File: config.mk
export PLATFORM = sky130hd
export DESIGN_NAME = sfs_supervisor
export DESIGN_NICKNAME = d
export VERILOG_FILES = /design/src/shared/sfs_pkg.sv /design/src/rtl/sfs_supervisor.sv
export VERILOG_INCLUDE_DIRS = /design/src /design/src/shared
export SDC_FILE = /design/constraint.sdc
export NUM_CORES = 1
export LEC_CHECK = 0
export BUFFER_PORTS_ARGS = -buffer_cell sky130_fd_sc_hd__buf_4
export CORE_MARGIN = 3
export CORE_UTILIZATION = 40
export CTS_CLUSTER_SIZE = 24
export DETAILED_ROUTE_END_ITERATION = 12
export HOLD_SLACK_MARGIN = 0.1
export SLEW_MARGIN = 20
export SYNTH_ARGS = -nofsm -noshare
export SYNTH_HDL_FRONTEND = slang
export SYNTH_SLANG_ARGS = --single-unit
File: constraint.sdc
create_clock -name sys_clk -period 2.5 [get_ports sys_clk]
set_input_delay 0.5 -clock sys_clk [delete_from_list [all_inputs] [get_ports sys_clk]]
set_output_delay 0.5 -clock sys_clk [all_outputs]
set_load 0.005 [all_outputs]
File: src/shared/sfs_cfg.svh
/*
 * Constants of the steering fault supervisor: flash codes, traction codes,
 * fault vector layout and timing figures.
 * Assumes it is included by bare name from the package and the design.
 */
`ifndef SFS_CFG_SVH
`define SFS_CFG_SVH

// ============================================================
// Fault vector layout
`define SFS_NFAULT 16
`define SFS_CODE_W 6

// ============================================================
// Flash codes shown by the programmer, one per fault input bit
`define SFS_CODE_NONE     6'h00
`define SFS_CODE_OVERCUR  6'h0C
`define SFS_CODE_ISENSE   6'h0D
`define SFS_CODE_PRECHG   6'h0E
`define SFS_CODE_UNDTEMP  6'h0F
`define SFS_CODE_OVRTEMP  6'h10
`define SFS_CODE_UNDVOLT  6'h11
`define SFS_CODE_OVRVOLT  6'h12
`define SFS_CODE_POLARITY 6'h17
`define SFS_CODE_SUP5V    6'h18
`define SFS_CODE_SUP12V   6'h19
`define SFS_CODE_MOTHOT   6'h1A
`define SFS_CODE_MAINDRV  6'h1F
`define SFS_CODE_MSHORT   6'h21
`define SFS_CODE_ENCODER  6'h22
`define SFS_CODE_FOUT     6'h23
`define SFS_CODE_STALL    6'h24

// ============================================================
// Traction action codes sent to the traction controller
`define SFS_TRAC_STOP   2'h1
`define SFS_TRAC_REDUCE 2'h2
`define SFS_TRAC_NONE   2'h3

// ============================================================
// Timing: the grace timer counts in milliseconds
`define SFS_CLK_MHZ     250
`define SFS_TICK_US     1000
`define SFS_GRACE_W     16

`endif

File: src/shared/sfs_pkg.sv
/*
 * Types of the steering fault supervisor: steer actions, supervisor states,
 * fault table rows and the steering command bundle.
 * Assumes sfs_cfg.svh is on the include path.
 */
`include "sfs_cfg.svh"

package sfs_pkg;

    // ============================================================
    // Steer actions, ordered by severity so that a compare finds the worst.
    typedef enum logic [2:0] {
        SFS_ACT_NONE      = 3'b000,
        SFS_ACT_WARN      = 3'b001,
        SFS_ACT_REDUCE    = 3'b010,
        SFS_ACT_WARN_SHUT = 3'b011,
        SFS_ACT_HOLD_SHUT = 3'b100,
        SFS_ACT_SHUT      = 3'b101
    } sfs_action_e;

    // Supervisor states.
    typedef enum logic [1:0] {
        SFS_ST_RUN   = 2'b00,
        SFS_ST_GRACE = 2'b01,
        SFS_ST_SHUT  = 2'b10
    } sfs_state_e;

    // One row of the fault table.
    typedef struct packed {
        logic [`SFS_CODE_W-1:0] code;
        sfs_action_e action;
        logic [1:0] traction;
        logic key_clear;
    } sfs_row_s;

    // Commands handed to the steering drive.
    typedef struct packed {
        logic drive_en;
        logic fault_out;
        logic hold;
        logic reduce;
        logic warning;
    } sfs_steer_s;

endpackage : sfs_pkg

File: src/rtl/sfs_supervisor.sv
/*
 * Steering fault supervisor: latches fault detections, picks the worst
 * steer action and traction action, runs the grace timer and drives the
 * steering command bundle, traction code and flash code.
 * Assumes fault detections come from logic on sys_clk; the key switch and
 * the traction stopped signal are pins and are synchronised here.
 */
`include "sfs_cfg.svh"
`timescale 1ns/1ps
`default_nettype none

module sfs_supervisor #(
    parameter int TICK_CYCLES = `SFS_CLK_MHZ * `SFS_TICK_US
) (
    input wire logic sys_clk, // System clock, 250 MHz.
    input wire logic rst_n, // Asynchronous reset, active low.
    input wire logic [`SFS_NFAULT-1:0] fault_detect, // Fault conditions.
    input wire logic key_switch_input, // Key switch pin, high when on.
    input wire logic traction_stopped, // Traction motor stopped, pin.
    input wire logic [`SFS_GRACE_W-1:0] grace_timeout_ms, // Grace time.
    output sfs_pkg::sfs_steer_s steer_q, // Steering command bundle.
    output logic [1:0] traction_code_q, // Traction action code.
    output logic [`SFS_CODE_W-1:0] flash_code_q, // Lowest active code.
    output logic [`SFS_NFAULT-1:0] fault_q // Latched fault flags.
);

    localparam int TICK_W = $clog2(TICK_CYCLES);

    // ============================================================
    // Fault table
    // One row per fault input bit; the bit order follows the flash codes.
    function automatic sfs_pkg::sfs_row_s sfs_row(input int idx);
        sfs_pkg::sfs_row_s r;
        r = '{`SFS_CODE_NONE, sfs_pkg::SFS_ACT_NONE, `SFS_TRAC_NONE, 1'b1};
        case (idx)
            0: r = '{`SFS_CODE_OVERCUR, sfs_pkg::SFS_ACT_SHUT,
                     `SFS_TRAC_STOP, 1'b1};
            1: r = '{`SFS_CODE_ISENSE, sfs_pkg::SFS_ACT_SHUT,
                     `SFS_TRAC_STOP, 1'b1};
            2: r = '{`SFS_CODE_PRECHG, sfs_pkg::SFS_ACT_SHUT,
                     `SFS_TRAC_STOP, 1'b1};
            3: r = '{`SFS_CODE_UNDTEMP, sfs_pkg::SFS_ACT_WARN,
                     `SFS_TRAC_NONE, 1'b0};
            4: r = '{`SFS_CODE_OVRTEMP, sfs_pkg::SFS_ACT_WARN_SHUT,
                     `SFS_TRAC_STOP, 1'b1};
            5: r = '{`SFS_CODE_UNDVOLT, sfs_pkg::SFS_ACT_SHUT,
                     `SFS_TRAC_STOP, 1'b1};
            6: r = '{`SFS_CODE_OVRVOLT, sfs_pkg::SFS_ACT_SHUT,
                     `SFS_TRAC_STOP, 1'b1};
            7: r = '{`SFS_CODE_POLARITY, sfs_pkg::SFS_ACT_SHUT,
                     `SFS_TRAC_STOP, 1'b1};
            8: r = '{`SFS_CODE_SUP5V, sfs_pkg::SFS_ACT_HOLD_SHUT,
                     `SFS_TRAC_STOP, 1'b1};
            9: r = '{`SFS_CODE_SUP12V, sfs_pkg::SFS_ACT_WARN_SHUT,
                     `SFS_TRAC_STOP, 1'b1};
            10: r = '{`SFS_CODE_MOTHOT, sfs_pkg::SFS_ACT_REDUCE,
                      `SFS_TRAC_REDUCE, 1'b0};
            11: r = '{`SFS_CODE_MAINDRV, sfs_pkg::SFS_ACT_WARN_SHUT,
                      `SFS_TRAC_STOP, 1'b1};
            12: r = '{`SFS_CODE_MSHORT, sfs_pkg::SFS_ACT_SHUT,
                      `SFS_TRAC_STOP, 1'b1};
            13: r = '{`SFS_CODE_ENCODER, sfs_pkg::SFS_ACT_HOLD_SHUT,
                      `SFS_TRAC_STOP, 1'b1};
            14: r = '{`SFS_CODE_FOUT, sfs_pkg::SFS_ACT_SHUT,
                      `SFS_TRAC_STOP, 1'b1};
            15: r = '{`SFS_CODE_STALL, sfs_pkg::SFS_ACT_SHUT,
                      `SFS_TRAC_STOP, 1'b1};
            default: r = '{`SFS_CODE_NONE, sfs_pkg::SFS_ACT_NONE,
                           `SFS_TRAC_NONE, 1'b1};
        endcase
        return r;
    endfunction : sfs_row

    // Table rows held as an array, so that fields are picked by plain selects.
    sfs_pkg::sfs_row_s row_tab [`SFS_NFAULT];

    always_comb begin
        for (int i = 0; i < `SFS_NFAULT; i++) begin
            row_tab[i] = sfs_row(i);
        end
    end

    // ============================================================
    // Pin synchronisers
    logic key_meta_q;
    logic key_sync_q;
    logic key_prev_q;
    logic stop_meta_q;
    logic stop_sync_q;

    // Two stages on each pin; only the second stage is read by logic.
    always_ff @(posedge sys_clk or negedge rst_n) begin
        if (!rst_n) begin
            key_meta_q <= 1'b1;
            key_sync_q <= 1'b1;
            stop_meta_q <= 1'b0;
            stop_sync_q <= 1'b0;
        end else begin
            key_meta_q <= key_switch_input;
            key_sync_q <= key_meta_q;
            stop_meta_q <= traction_stopped;
            stop_sync_q <= stop_meta_q;
        end
    end

    // Key history for edge detection; reset as on, so a key already on at
    // power-up neither arms nor completes a cycle.
    always_ff @(posedge sys_clk or negedge rst_n) begin
        if (!rst_n) begin
            key_prev_q <= 1'b1;
        end else begin
            key_prev_q <= key_sync_q;
        end
    end

    // ============================================================
    // Key cycle detection
    // The key must be seen off before its return clears a fault; any off time arms it,
    // so a fault raised while the key is already off clears when the key returns.
    logic key_off_seen_q;
    logic key_cycle;

    assign key_cycle = key_sync_q && !key_prev_q && key_off_seen_q;

    always_ff @(posedge sys_clk or negedge rst_n) begin
        if (!rst_n) begin
            key_off_seen_q <= 1'b0;
        end else if (!key_sync_q) begin
            key_off_seen_q <= 1'b1;
        end else if (key_cycle) begin
            key_off_seen_q <= 1'b0;
        end
    end

    // ============================================================
    // Fault latches
    logic [`SFS_NFAULT-1:0] fault_d;

    // Key-cycle faults hold until the key returns; a detection in the same
    // cycle as the clear wins. Self-clearing faults follow the condition.
    always_comb begin
        for (int i = 0; i < `SFS_NFAULT; i++) begin
            if (row_tab[i].key_clear) begin
                fault_d[i] = fault_detect[i] ||
                             (fault_q[i] && !key_cycle);
            end else begin
                fault_d[i] = fault_detect[i];
            end
        end
    end

    always_ff @(posedge sys_clk or negedge rst_n) begin
        if (!rst_n) begin
            fault_q <= '0;
        end else begin
            fault_q <= fault_d;
        end
    end

    // ============================================================
    // Worst action, traction code and flash code
    // Computed from the next latch value so that a shutdown fault reaches
    // the drive outputs on the same edge that latches it.
    sfs_pkg::sfs_action_e worst_d;
    logic [1:0] trac_d;
    logic [`SFS_CODE_W-1:0] code_d;
    logic reduce_d;

    always_comb begin
        worst_d = sfs_pkg::SFS_ACT_NONE;
        trac_d = `SFS_TRAC_NONE;
        code_d = `SFS_CODE_NONE;
        reduce_d = 1'b0;
        for (int i = `SFS_NFAULT - 1; i >= 0; i--) begin
            if (fault_d[i]) begin
                if (row_tab[i].action > worst_d) begin
                    worst_d = row_tab[i].action;
                end
                if (row_tab[i].traction < trac_d) begin
                    trac_d = row_tab[i].traction;
                end
                if (row_tab[i].action == sfs_pkg::SFS_ACT_REDUCE) begin
                    reduce_d = 1'b1;
                end
                code_d = row_tab[i].code;
            end
        end
    end

    // ============================================================
    // Millisecond tick for the grace timer
    logic [TICK_W-1:0] tick_cnt_q;
    logic tick_q;

    always_ff @(posedge sys_clk or negedge rst_n) begin
        if (!rst_n) begin
            tick_cnt_q <= '0;
            tick_q <= 1'b0;
        end else if (tick_cnt_q == TICK_W'(TICK_CYCLES - 1)) begin
            tick_cnt_q <= '0;
            tick_q <= 1'b1;
        end else begin
            tick_cnt_q <= tick_cnt_q + 1'b1;
            tick_q <= 1'b0;
        end
    end

    // ============================================================
    // Supervisor state machine
    sfs_pkg::sfs_state_e state_q;
    sfs_pkg::sfs_state_e state_d;
    logic [`SFS_GRACE_W-1:0] grace_cnt_q;
    logic grace_done;

    // The tick is free running, so the grace time is good to one tick.
    assign grace_done = (grace_cnt_q >= grace_timeout_ms);

    always_comb begin
        state_d = state_q;
        case (state_q)
            sfs_pkg::SFS_ST_RUN: begin
                if (worst_d == sfs_pkg::SFS_ACT_SHUT) begin
                    state_d = sfs_pkg::SFS_ST_SHUT;
                end else if (worst_d >= sfs_pkg::SFS_ACT_WARN_SHUT) begin
                    state_d = sfs_pkg::SFS_ST_GRACE;
                end
            end
            sfs_pkg::SFS_ST_GRACE: begin
                if (worst_d == sfs_pkg::SFS_ACT_SHUT ||
                    stop_sync_q || grace_done) begin
                    state_d = sfs_pkg::SFS_ST_SHUT;
                end else if (worst_d < sfs_pkg::SFS_ACT_WARN_SHUT) begin
                    state_d = sfs_pkg::SFS_ST_RUN;
                end
            end
            sfs_pkg::SFS_ST_SHUT: begin
                if (worst_d < sfs_pkg::SFS_ACT_WARN_SHUT) begin
                    state_d = sfs_pkg::SFS_ST_RUN;
                end
            end
            default: state_d = sfs_pkg::SFS_ST_SHUT;
        endcase
    end

    always_ff @(posedge sys_clk or negedge rst_n) begin
        if (!rst_n) begin
            state_q <= sfs_pkg::SFS_ST_RUN;
        end else begin
            state_q <= state_d;
        end
    end

    // Grace counter runs only in the grace state and restarts on entry.
    always_ff @(posedge sys_clk or negedge rst_n) begin
        if (!rst_n) begin
            grace_cnt_q <= '0;
        end else if (state_q != sfs_pkg::SFS_ST_GRACE) begin
            grace_cnt_q <= '0;
        end else if (tick_q && !grace_done) begin
            grace_cnt_q <= grace_cnt_q + 1'b1;
        end
    end

    // ============================================================
    // Registered outputs
    // Drive and fault output fall together on shutdown; hold applies only
    // while a hold-class fault is the worst one during the grace period.
    always_ff @(posedge sys_clk or negedge rst_n) begin
        if (!rst_n) begin
            steer_q <= '{1'b1, 1'b1, 1'b0, 1'b0, 1'b0};
        end else begin
            steer_q.drive_en <= (state_d != sfs_pkg::SFS_ST_SHUT);
            steer_q.fault_out <= (state_d != sfs_pkg::SFS_ST_SHUT);
            steer_q.hold <= (state_d == sfs_pkg::SFS_ST_GRACE) &&
                (worst_d == sfs_pkg::SFS_ACT_HOLD_SHUT);
            steer_q.reduce <= reduce_d;
            steer_q.warning <= (fault_d != '0);
        end
    end

    always_ff @(posedge sys_clk or negedge rst_n) begin
        if (!rst_n) begin
            traction_code_q <= `SFS_TRAC_NONE;
            flash_code_q <= `SFS_CODE_NONE;
        end else begin
            traction_code_q <= trac_d;
            flash_code_q <= code_d;
        end
    end
endmodule : sfs_supervisor

`default_nettype wire

==> results.toml, run 1 <==
[outcome]
status = "finished clean"

[power_and_ir_drop]
power_density_mw_per_mm2 = 493
p_clk_share_pct = 41.9
swShare_pct = 22.8
combPwrFrac_pct = 8.0
p_sw_mw = 0.536
p_total_mw = 2.35
ir_worst_vdd_mv = 0.407
internal_power_mw = 1.81
seqPwrFrac_pct = 50.1
p_leak_nw = 2.10

[critical_path]
crit_buf_inv = 3
endpoint_kind = "flip-flop"
slowest_stage = "or4_4"
crit_arrival_ns = 2.72
crit_chain = "inv_2 -> ha_4 -> or3b_4 -> o2111ai_2 -> a31o_2 -> a311oi_4 -> buf_12 -> buf_12 -> or4_4 -> a21oi_2"
worstSetupPathType = "reg -> reg"
start_kind = "flip-flop"
cp_max_fo = 4
cp_top_family = "simple AND/OR/NAND/NOR gates"
worstPathRequired_ns = 2.76
crit_path_frequent_cell = "buf_12"
critPathMaxStageDelay_ns = 0.51
ff2ff_setup_slack_ns = 0.04

[drt]
route.detailed.drc = 0
postRouteAntennaNets = 0
dr.pass1.iters = 4
drt_iter0_markers = 120
routedWlPerCell_um = 15.4
via_per_inst = 5.35
routed_wirelength_um = 8550
vias = 2967

[sta]
holdWs_ns = 0.152
setup_viol = 0
tightest_slew_ns = 0.837
slew_violations = 0
fmaxAchievable_mhz = 407
tns_ns = 0
fin_skew_ns = 0.0128
setup_slack_ns = 0.0421
grt_setup_unrepaired = "true"
min_period_ns = 2.46
post-route-period-util_pct = 98.3
slew_headroom_pct = 44.2
hold_viol_final = 0

[yosys]
post-synth-top-count-cell = "dfrtp_1"
seq_area_frac_synth_pct = 49.2
syn-cell-area_sq_mm = 0.00357
yosysWarnings = 0
synth_mux_area_share_pct = 0.700
synthFlopType = "dfrtp_1"
synthArstFlopShare_pct = 100
synth_area_leaders = "dfrtp_1 (45%), ha_1 (6.3%), a21oi_1 (4.5%), dfstp_2 (4.4%), inv_1 (3.0%)"
syn_area_per_cell_sq_um = 10.2
yosys_register_bits = 70
ys_types = 57
synth_edf_count = 0
yosys.area_share.simple_pct = 19.9
synthCells = 352
synth.top_cell.area_share_pct = 44.8
synthAdderAreaFrac_pct = 6.30
synth_compound_area_share_pct = 16.0
synth_top_family_by_area = "simple AND/OR/NAND/NOR gates"
yosys-top-cells-count = "dfrtp_1 (64), a21oi_1 (32), inv_1 (29), nor2_1 (29), nand2_1 (25)"
synthXorXnorAreaFrac_pct = 3.68
synth_top_cell_by_area = "dfrtp_1"
syn-num-nets = 406

[clock_tree]
h-tree-depth = 3
clock-sinks = 70
numCtsBuffers = 9
cts_tree = "yes"
insertion_delay_ns = 0.34
root_buffer = "clkbuf_8"
clk_pin_slew_ns = 0.08
postCtsHoldBufs = 0
clockBufferDepth = 2

[global_route]
grtUsageTotal_pct = 16.9
grt_pass1_wl_um = 13600
overflow = 0
grt_pass1_vias = 2902
antenna_found_initial = 0
grt_max_degree = 44

[min_path]
hp-class = "in -> async"

[floorplanning]
die_x_um = 101
rows = 33
die_y_um = 101
initial_core_util_pct = 42.4
ios = 65
core_region_area_sq_mm = 0.00842
dieArea_sq_mm = 0.0101

[placed_design]
dpl_cell_area_sq_mm = 0.00427
dpl_worst_slack_ns = -0.111
port_buffers = 64
globalplace.congestion = 0.901
dp_hpwl_um = 5970

[cells_and_area]
drive_gt1_share_pct = 33.6
design_area_sq_mm = 0.00476
filler_cell_count = 727
num_antenna_cells = 0
synthToLayoutAreaGrowth_pct = 33.3
layout.nets = 499

[run]
maxCapViolCount = 0
==> metrics by stage <==
stage               std cells  utilization [%]
finish                    555             56.6
global route              555             56.6
CTS                       542             53.3
detailed placement        526             50.7
global placement          526             50.7
floorplan                 352                -
==> repair_timing <==
item,CTS,global route
resized for setup,0,31
setup endpoints to repair,0,8
setup buffers,0,12
==> per-layer routing <==
layer / part of all wire [%] / global-route usage, % / vias up
met5: 0 / 0 / -
met4: 1.2 / 5.39 / 0
met3: 4.1 / 4.71 / 10
met2: 50 / 27.9 / 51
met1: 44 / 21.5 / 1453
li1: - / - / 1453
==> final cells by class <==
type / count / area (sq um) / area share (%)
Timing Repair Buffer: 91 / 749 / 15.7
Multi-Input combinational cell: 244 / 1800 / 37.8
Inverter: 29 / 109 / 2.29
Sequential cell: 70 / 1760 / 36.9
Clock inverter: 6 / 86.3 / 1.81
Tap cell: 105 / 131 / 2.76
Clock buffer: 10 / 128 / 2.68
==> power by group through the flow <==
stage	logic [mW]	clock network (mW)	registers (mW)
finish	0.188	0.983	1.18
detailed placement	0.185	0	1.20
global route	0.211	1.07	1.18
global placement	0.182	0	1.20
floorplan	0.0570	0	1.20
CTS	0.185	1.02	1.18
==> path summary, 6_finish.rpt <==
check,from,end,cells past startpoint
max in group asynchronous,rst_n,key_prev_q,2
hold / removal,rst_n,grace_cnt_q[10],1
min in group sys_clk,key_switch_input,key_meta_q,1
hold reg to reg,stop_meta_q,stop_sync_q,0
setup reg to reg,grace_cnt_q[0],grace_cnt_q[10],10
setup / recovery,grace_cnt_q[0],grace_cnt_q[10],10
==> logic make-up after synthesis <==
family,count (synthesis)
DFF,70
AOI/OAI and AO/OA,83
buffers and inverters,38
and+or+nand+nor,126
muxes,2
xor gates and xnor gates,15
adders and majority gates,18
==> sequential cells by signal, indices dropped and copies added (netlist names), 2 cells and up <==
register	count
fault_q	16
flash_code_q	6
grace_cnt_q	16
state_q	2
steer_q	3
tick_cnt_q	18
traction_code_q	2
==> cells in the final DEF (no fill, tap or decap), types with 7 or more instances in the layout <==
master,instances
nor3_1,8
o31ai_1,8
nand2_1,25
nand3_1,13
dfrtp_1,64
inv_1,28
o21ai_1,9
xor2_1,8
nor2_1,29
xnor2_1,7
a21o_1,8
a21oi_2,8
or4_4,7
buf_4,85
nand4_1,13
clkbuf_8,9
ha_1,16
a21oi_1,24
(Power assumes the default switching activity.)
==> run 2, diff against run 1 <==
- PLACE_DENSITY: unset -> 0.65
==> run 2 against run 1 <==
Via count is 1.5% higher. Sequential share of layout area is 0.99 points higher. Critical path depth is 2 lower. Global-route usage is 0.68 points lower. Non-clock buffer count is 7 lower. Clock-buffer cell count is 1 lower. Clock skew is 0.0037 ns lower. Die area stayed put. Flip-flop and latch count stayed put. Routed wire length is 3.8% lower. Register-to-register slack worse by 0.03 ns.
==> results.toml, run 2 (synthesized netlist as in run 1, its figures left out) <==
[cells_and_area]
ff_latch_area_sq_mm = 0.00176
num_antenna_cells = 0
largest_reg_flops = 18
layout_commonest_cell = "buf_4"
drive_gt1_share_pct = 30.0
layout.nets = 492
synthToLayoutAreaGrowth_pct = 29.8
top_regs = "tick_cnt_q (18), fault_q (16), grace_cnt_q (16)"
filler_cell_count = 748
multi_input_area_sq_mm = 0.00174
post-route-util_pct = 55.1
final_cell_mix = "buf_4 (81), dfrtp_1 (64), a21oi_1 (30)"
regMostFlops = "tick_cnt_q"

[drt]
drt_iter0_markers = 122
route.detailed.drc = 0
dr.pass1.iters = 4
vias = 3011
postRouteAntennaNets = 0
via_per_inst = 5.49
routedWlPerCell_um = 15.0
routed_wirelength_um = 8230

[min_path]
hp-class = "in -> async"

[sta]
fmaxAchievable_mhz = 403
min_period_ns = 2.48
grt_setup_unrepaired = "true"
fin_skew_ns = 0.00914
post-route-period-util_pct = 99.3
setup_viol = 0
tightest_slew_ns = 0.874
slew_headroom_pct = 41.8
slew_violations = 0
tns_ns = 0
hold_viol_final = 0

[clock_tree]
root_buffer = "clkbuf_8"
h-tree-depth = 3
postCtsHoldBufs = 0
cts_tree = "yes"
numCtsBuffers = 9
clockBufferDepth = 2
clk_pin_slew_ns = 0.08
clock-sinks = 70
insertion_delay_ns = 0.35

[critical_path]
slowest_stage = "or4b_1"
critPathMaxStageDelay_ns = 0.51
start_kind = "flip-flop"
cp_max_fo = 7
worstSetupPathType = "reg -> reg"
crit_arrival_ns = 2.73
endpoint_kind = "flip-flop"
crit_chain = "ha_1 -> and3_4 -> a221oi_4 -> a21boi_4 -> a311oi_4 -> buf_12 -> or4b_1 -> a21oi_1"
worstPathRequired_ns = 2.75

[floorplanning]
core_region_area_sq_mm = 0.00842
rows = 33
initial_core_util_pct = 42.4
ios = 65
dieArea_sq_mm = 0.0101
die_x_um = 101
die_y_um = 101

[global_route]
antenna_found_initial = 0
grt_max_degree = 71
grt_pass1_wl_um = 13000
grt_pass1_vias = 2903
grtUsageTotal_pct = 16.2
overflow = 0

[power_and_ir_drop]
swShare_pct = 23.3
ir_worst_vdd_mv = 0.281
internal_power_mw = 1.81
combPwrFrac_pct = 7.8
p_clk_share_pct = 42.5
seqPwrFrac_pct = 49.8
power_density_mw_per_mm2 = 509
p_sw_mw = 0.551
p_leak_nw = 2.03

[placed_design]
port_buffers = 64
globalplace.congestion = 0.947
dp_hpwl_um = 5800

[outcome]
status = "finished clean"

[run]
maxCapViolCount = 0
run 2: worst paths after layout:
path	start	to	slack, ns	cells after the start
min	rst_n	grace_cnt_q[10]	0.25	1
max in group asynchronous	rst_n	flash_code_q[4]	1.66	1
max	grace_cnt_q[11]	grace_cnt_q[5]	0.02	8
min reg2reg	key_meta_q	key_sync_q	0.36	0
min in group sys_clk	key_switch_input	key_meta_q	0.26	1
max reg2reg	grace_cnt_q[11]	grace_cnt_q[5]	0.02	8
run 2: area by class of cell:
| type | count | area share [%] |
|---|---|---|
| Clock buffer | 9 | 2.67 |
| Clock inverter | 7 | 2.13 |
| Inverter | 29 | 2.35 |
| Multi-Input combinational cell | 244 | 37.5 |
| Sequential cell | 70 | 37.9 |
| Tap cell | 105 | 2.83 |
| Timing Repair Buffer | 84 | 14.6 |
run 2: critical path, delay by kind of cell (launching register included):
family | cells | cell delay [ns]
flip-flops | 1 | 0.42
AND/OR/NAND/NOR | 2 | 0.71
buffers and inverters | 1 | 0.17
AO/OA/AOI/OAI | 4 | 0.78
adder cells (fa/ha/maj) | 1 | 0.32
run 2: power by group through the flow:
| stage | logic (mW) | registers, mW | clock network, mW |
|---|---|---|---|
| 2_1_floorplan | 0.0570 | 1.20 | 0 |
| 3_3_place_gp | 0.176 | 1.20 | 0 |
| 3_5_place_dp | 0.179 | 1.20 | 0 |
| 4_1_cts | 0.180 | 1.18 | 1.03 |
| 5_1_grt | 0.205 | 1.18 | 1.08 |
| 6_report | 0.184 | 1.18 | 1.00 |
run 2: through the flow:
step	worst slack [ns]	instances	total power, mW	area [sq um]	hold WS, ns
CTS	0.0265	541	2.39	4480	0.235
floorplan	0.126	352	1.25	3570	0.204
finish	0.0169	548	2.36	4640	0.245
detailed placement	-0.155	524	1.38	4250	0.351
global route	-0.0528	548	2.46	4640	0.221
global placement	-0.0537	524	1.37	4250	0.346
run 2: what timing repair did:
action,in CTS,in global routing
gates cloned,0,2
resized for setup,0,13
endpoints found under the setup margin,7,8
endpoints found under the hold margin,0,0
buffers inserted,1,5
pin swaps,1,10
run 2: layer usage:
metal  part of all wire (%)  global-route usage, %  up-vias
li1                       -                      -     1449
met4                    1.4                   5.18        0
met3                    5.5                   4.84       17
met5                      0                      0        -
met2                     51                   26.0       96
met1                     42                   21.0     1449
==> run 3, diff against run 2 <==
- ABC_AREA: unset -> 1
- PLACE_DENSITY: 0.65 -> 0.64
==> run 3 against run 2 <==
Via count rose by 0.53%. Largest cell class unchanged. Combinational power decreased by 7%. Critical path depth rose by 2. Critical endpoint is now steer_q[2]. Synthesized area is 4.5% higher. Highest routed layer unchanged.
==> results.toml, run 3 <==
[critical_path]
worstPathRequired_ns = 2.77
critPathMaxStageDelay_ns = 0.56
worstSetupPathType = "reg -> reg"
reg2regPathDepth = 10
crit_chain = "nand3_2 -> a21oi_1 -> nand2_1 -> nor2_2 -> nand3_1 -> nor2_1 -> nand2_1 -> nand2_1 -> nand2_2 -> nor2_2"
crit_arrival_ns = 2.39
slowest_stage = "dfstp_2"
reg2reg_to = "steer_q[2]"
crit_buf_inv = 0
reg2reg_from = "key_sync_q"
cp_max_fo = 14
ff2ff_setup_slack_ns = 0.38
endpoint_kind = "flip-flop"
crit_path_frequent_cell = "nand2_1"
start_kind = "flip-flop"
cp_top_family = "simple AND/OR/NAND/NOR gates"

[cells_and_area]
multi_input_area_sq_mm = 0.00166
regMostFlops = "tick_cnt_q"
filler_cell_count = 827
num_antenna_cells = 0
fin_cells = 637
synthToLayoutAreaGrowth_pct = 23.8
ff_latch_area_sq_mm = 0.00176
design_area_sq_mm = 0.00462
final_cell_mix = "nand2_1 (96), buf_4 (75), inv_1 (70)"
drive_gt1_share_pct = 23.4
layout.nets = 578
layout_commonest_cell = "nand2_1"
top_regs = "tick_cnt_q (18), fault_q (16), grace_cnt_q (16)"
largest_reg_flops = 18

[yosys]
synthCells = 444
syn-cell-area_sq_mm = 0.00373
synth_top_cell_by_area = "dfrtp_1"
synthFlopType = "dfrtp_1"
syn-num-nets = 498
yosys-top-cells-count = "nand2_1 (96), inv_1 (70), dfrtp_1 (64)"
synth_edf_count = 0
yosysWarnings = 0
ys_types = 36
yosys_register_bits = 70
syn_area_per_cell_sq_um = 8.41
seq_area_frac_synth_pct = 47.1
post-synth-top-count-cell = "nand2_1"
synth_area_leaders = "dfrtp_1 (43%), nand2_1 (9.6%), inv_1 (7.0%), ha_1 (6.0%), xor2_1 (4.7%)"
synth.top_cell.area_share_pct = 42.9
synthArstFlopShare_pct = 100

[clock_tree]
clockBufferDepth = 2
h-tree-depth = 3
cts_tree = "yes"
numCtsBuffers = 9
clk_pin_slew_ns = 0.08
root_buffer = "clkbuf_8"
clock-sinks = 70
insertion_delay_ns = 0.34
cts_resized = 0
postCtsSetupRepairBufs = 0
postCtsHoldBufs = 0

[floorplanning]
die_y_um = 103
initial_core_util_pct = 42.0
die_x_um = 103
rows = 34
core_region_area_sq_mm = 0.00889
ios = 65
dieArea_sq_mm = 0.0105

[drt]
postRouteAntennaNets = 0
routedWlPerCell_um = 12.4
routed.top_layer = "met4"
via_per_inst = 4.75
wl_met3_um = 276
met1Wirelength_um = 3640
vias = 3027
met2_length_um = 3940
drt_iter0_markers = 90
dr.pass1.iters = 5
routed_wirelength_um = 7910
route.detailed.drc = 0

[power_and_ir_drop]
power_density_mw_per_mm2 = 512
ir_worst_vdd_mv = 0.286
p_total_mw = 2.37
p_leak_nw = 2.28

[min_path]
whs_endpoint = "key_meta_q"
hp-class = "in -> reg"
hold_path_depth = 1
min_from = "key_switch_input"

[sta]
tightest_slew_ns = 0.850
tns_ns = 0
fin_skew_ns = 0.00845
setup_viol = 0
slew_headroom_pct = 43.3
fmaxAchievable_mhz = 472
slew_violations = 0
grt_setup_unrepaired = "false"
hold_viol_final = 0
setup_slack_ns = 0.382
post-route-period-util_pct = 84.7
min_period_ns = 2.12

[global_route]
grt_pass1_wl_um = 13400
grt_max_degree = 71
grtUsageTotal_pct = 16.1
antenna_found_initial = 0
overflow = 0
grt_pass1_vias = 3005

[placed_design]
globalplace.congestion = 0.874
dp_hpwl_um = 6140
dpl_worst_slack_ns = 0.195
port_buffers = 64
dpl_cell_area_sq_mm = 0.00439
place_inst = 621

[outcome]
status = "finished clean"

[run]
maxCapViolCount = 0
==> run 3: cell count changes in the layout (fill, tap and decap cells not counted), moves of 8 or more <==
| cell | before | now |
|---|---|---|
| nand2_1 | 25 | 96 |
| inv_1 | 28 | 70 |
| xor2_1 | 8 | 20 |
| nor2_1 | 29 | 40 |
| nor2_2 | 0 | 8 |
==> run 3: through the flow <==
stage / hold slack, ns / util [%]
2_1_floorplan: 0.204 / -
3_5_place_dp: 0.342 / 49.4
5_1_grt: 0.234 / 52.0
3_3_place_gp: 0.335 / 49.4
6_report: 0.263 / 52.0
4_1_cts: 0.243 / 52.0
==> run 3: final cells by class <==
type / instances / area share [%]
multi-input cells: 295 / 35.9
clock buffers: 9 / 2.68
inverters: 73 / 5.93
well taps: 108 / 2.92
clock inverters: 7 / 2.30
repair buffers: 75 / 12.2
flip-flops and latches: 70 / 38.1
==> run 3: power by group <==
| group | internal, mW | switching, mW |
|---|---|---|
| Combinational | 0.0813 | 0.0903 |
| Clock | 0.577 | 0.449 |
| Sequential | 1.16 | 0.0132 |
==> run 3: cells by family after synthesis <==
family	count (synthesis)	share of synthesized area, %
adder cells (fa/ha/maj)	18	6.03
buffers and inverters	79	8.41
flip-flops	70	47.1
XOR/XNOR	22	5.16
AND/OR/NAND/NOR	207	26.1
AO/OA/AOI/OAI	48	7.17
==> run 3: worst max-delay path by stage <==
stage,from,end,depth (start not counted)
after floorplan,grace_timeout_ms[13],grace_cnt_q[15],14
after global placement,grace_timeout_ms[13],grace_cnt_q[2],14
after detailed placement,grace_timeout_ms[13],grace_cnt_q[7],14
after CTS,key_sync_q,steer_q[2],10
after global routing,key_sync_q,flash_code_q[5],8
final,key_sync_q,steer_q[2],10
==> run 3: worst register-to-register path: stages, from the launching register on <==
cell and delay [ns]:
dfstp_2 0.56, nand3_2 0.32, a21oi_1 0.35, nand2_1 0.13, nor2_2 0.19, nand3_1 0.13, nor2_1 0.10, nand2_1 0.08
nand2_1 0.08, nand2_2 0.06, nor2_2 0.07
==> run 3: layer usage <==
layer	vias to the layer above	global-route usage, %
li1	1564	-
met5	-	0
met4	0	3.53
met1	1408	21.3
met2	51	26.7
met3	4	3.92
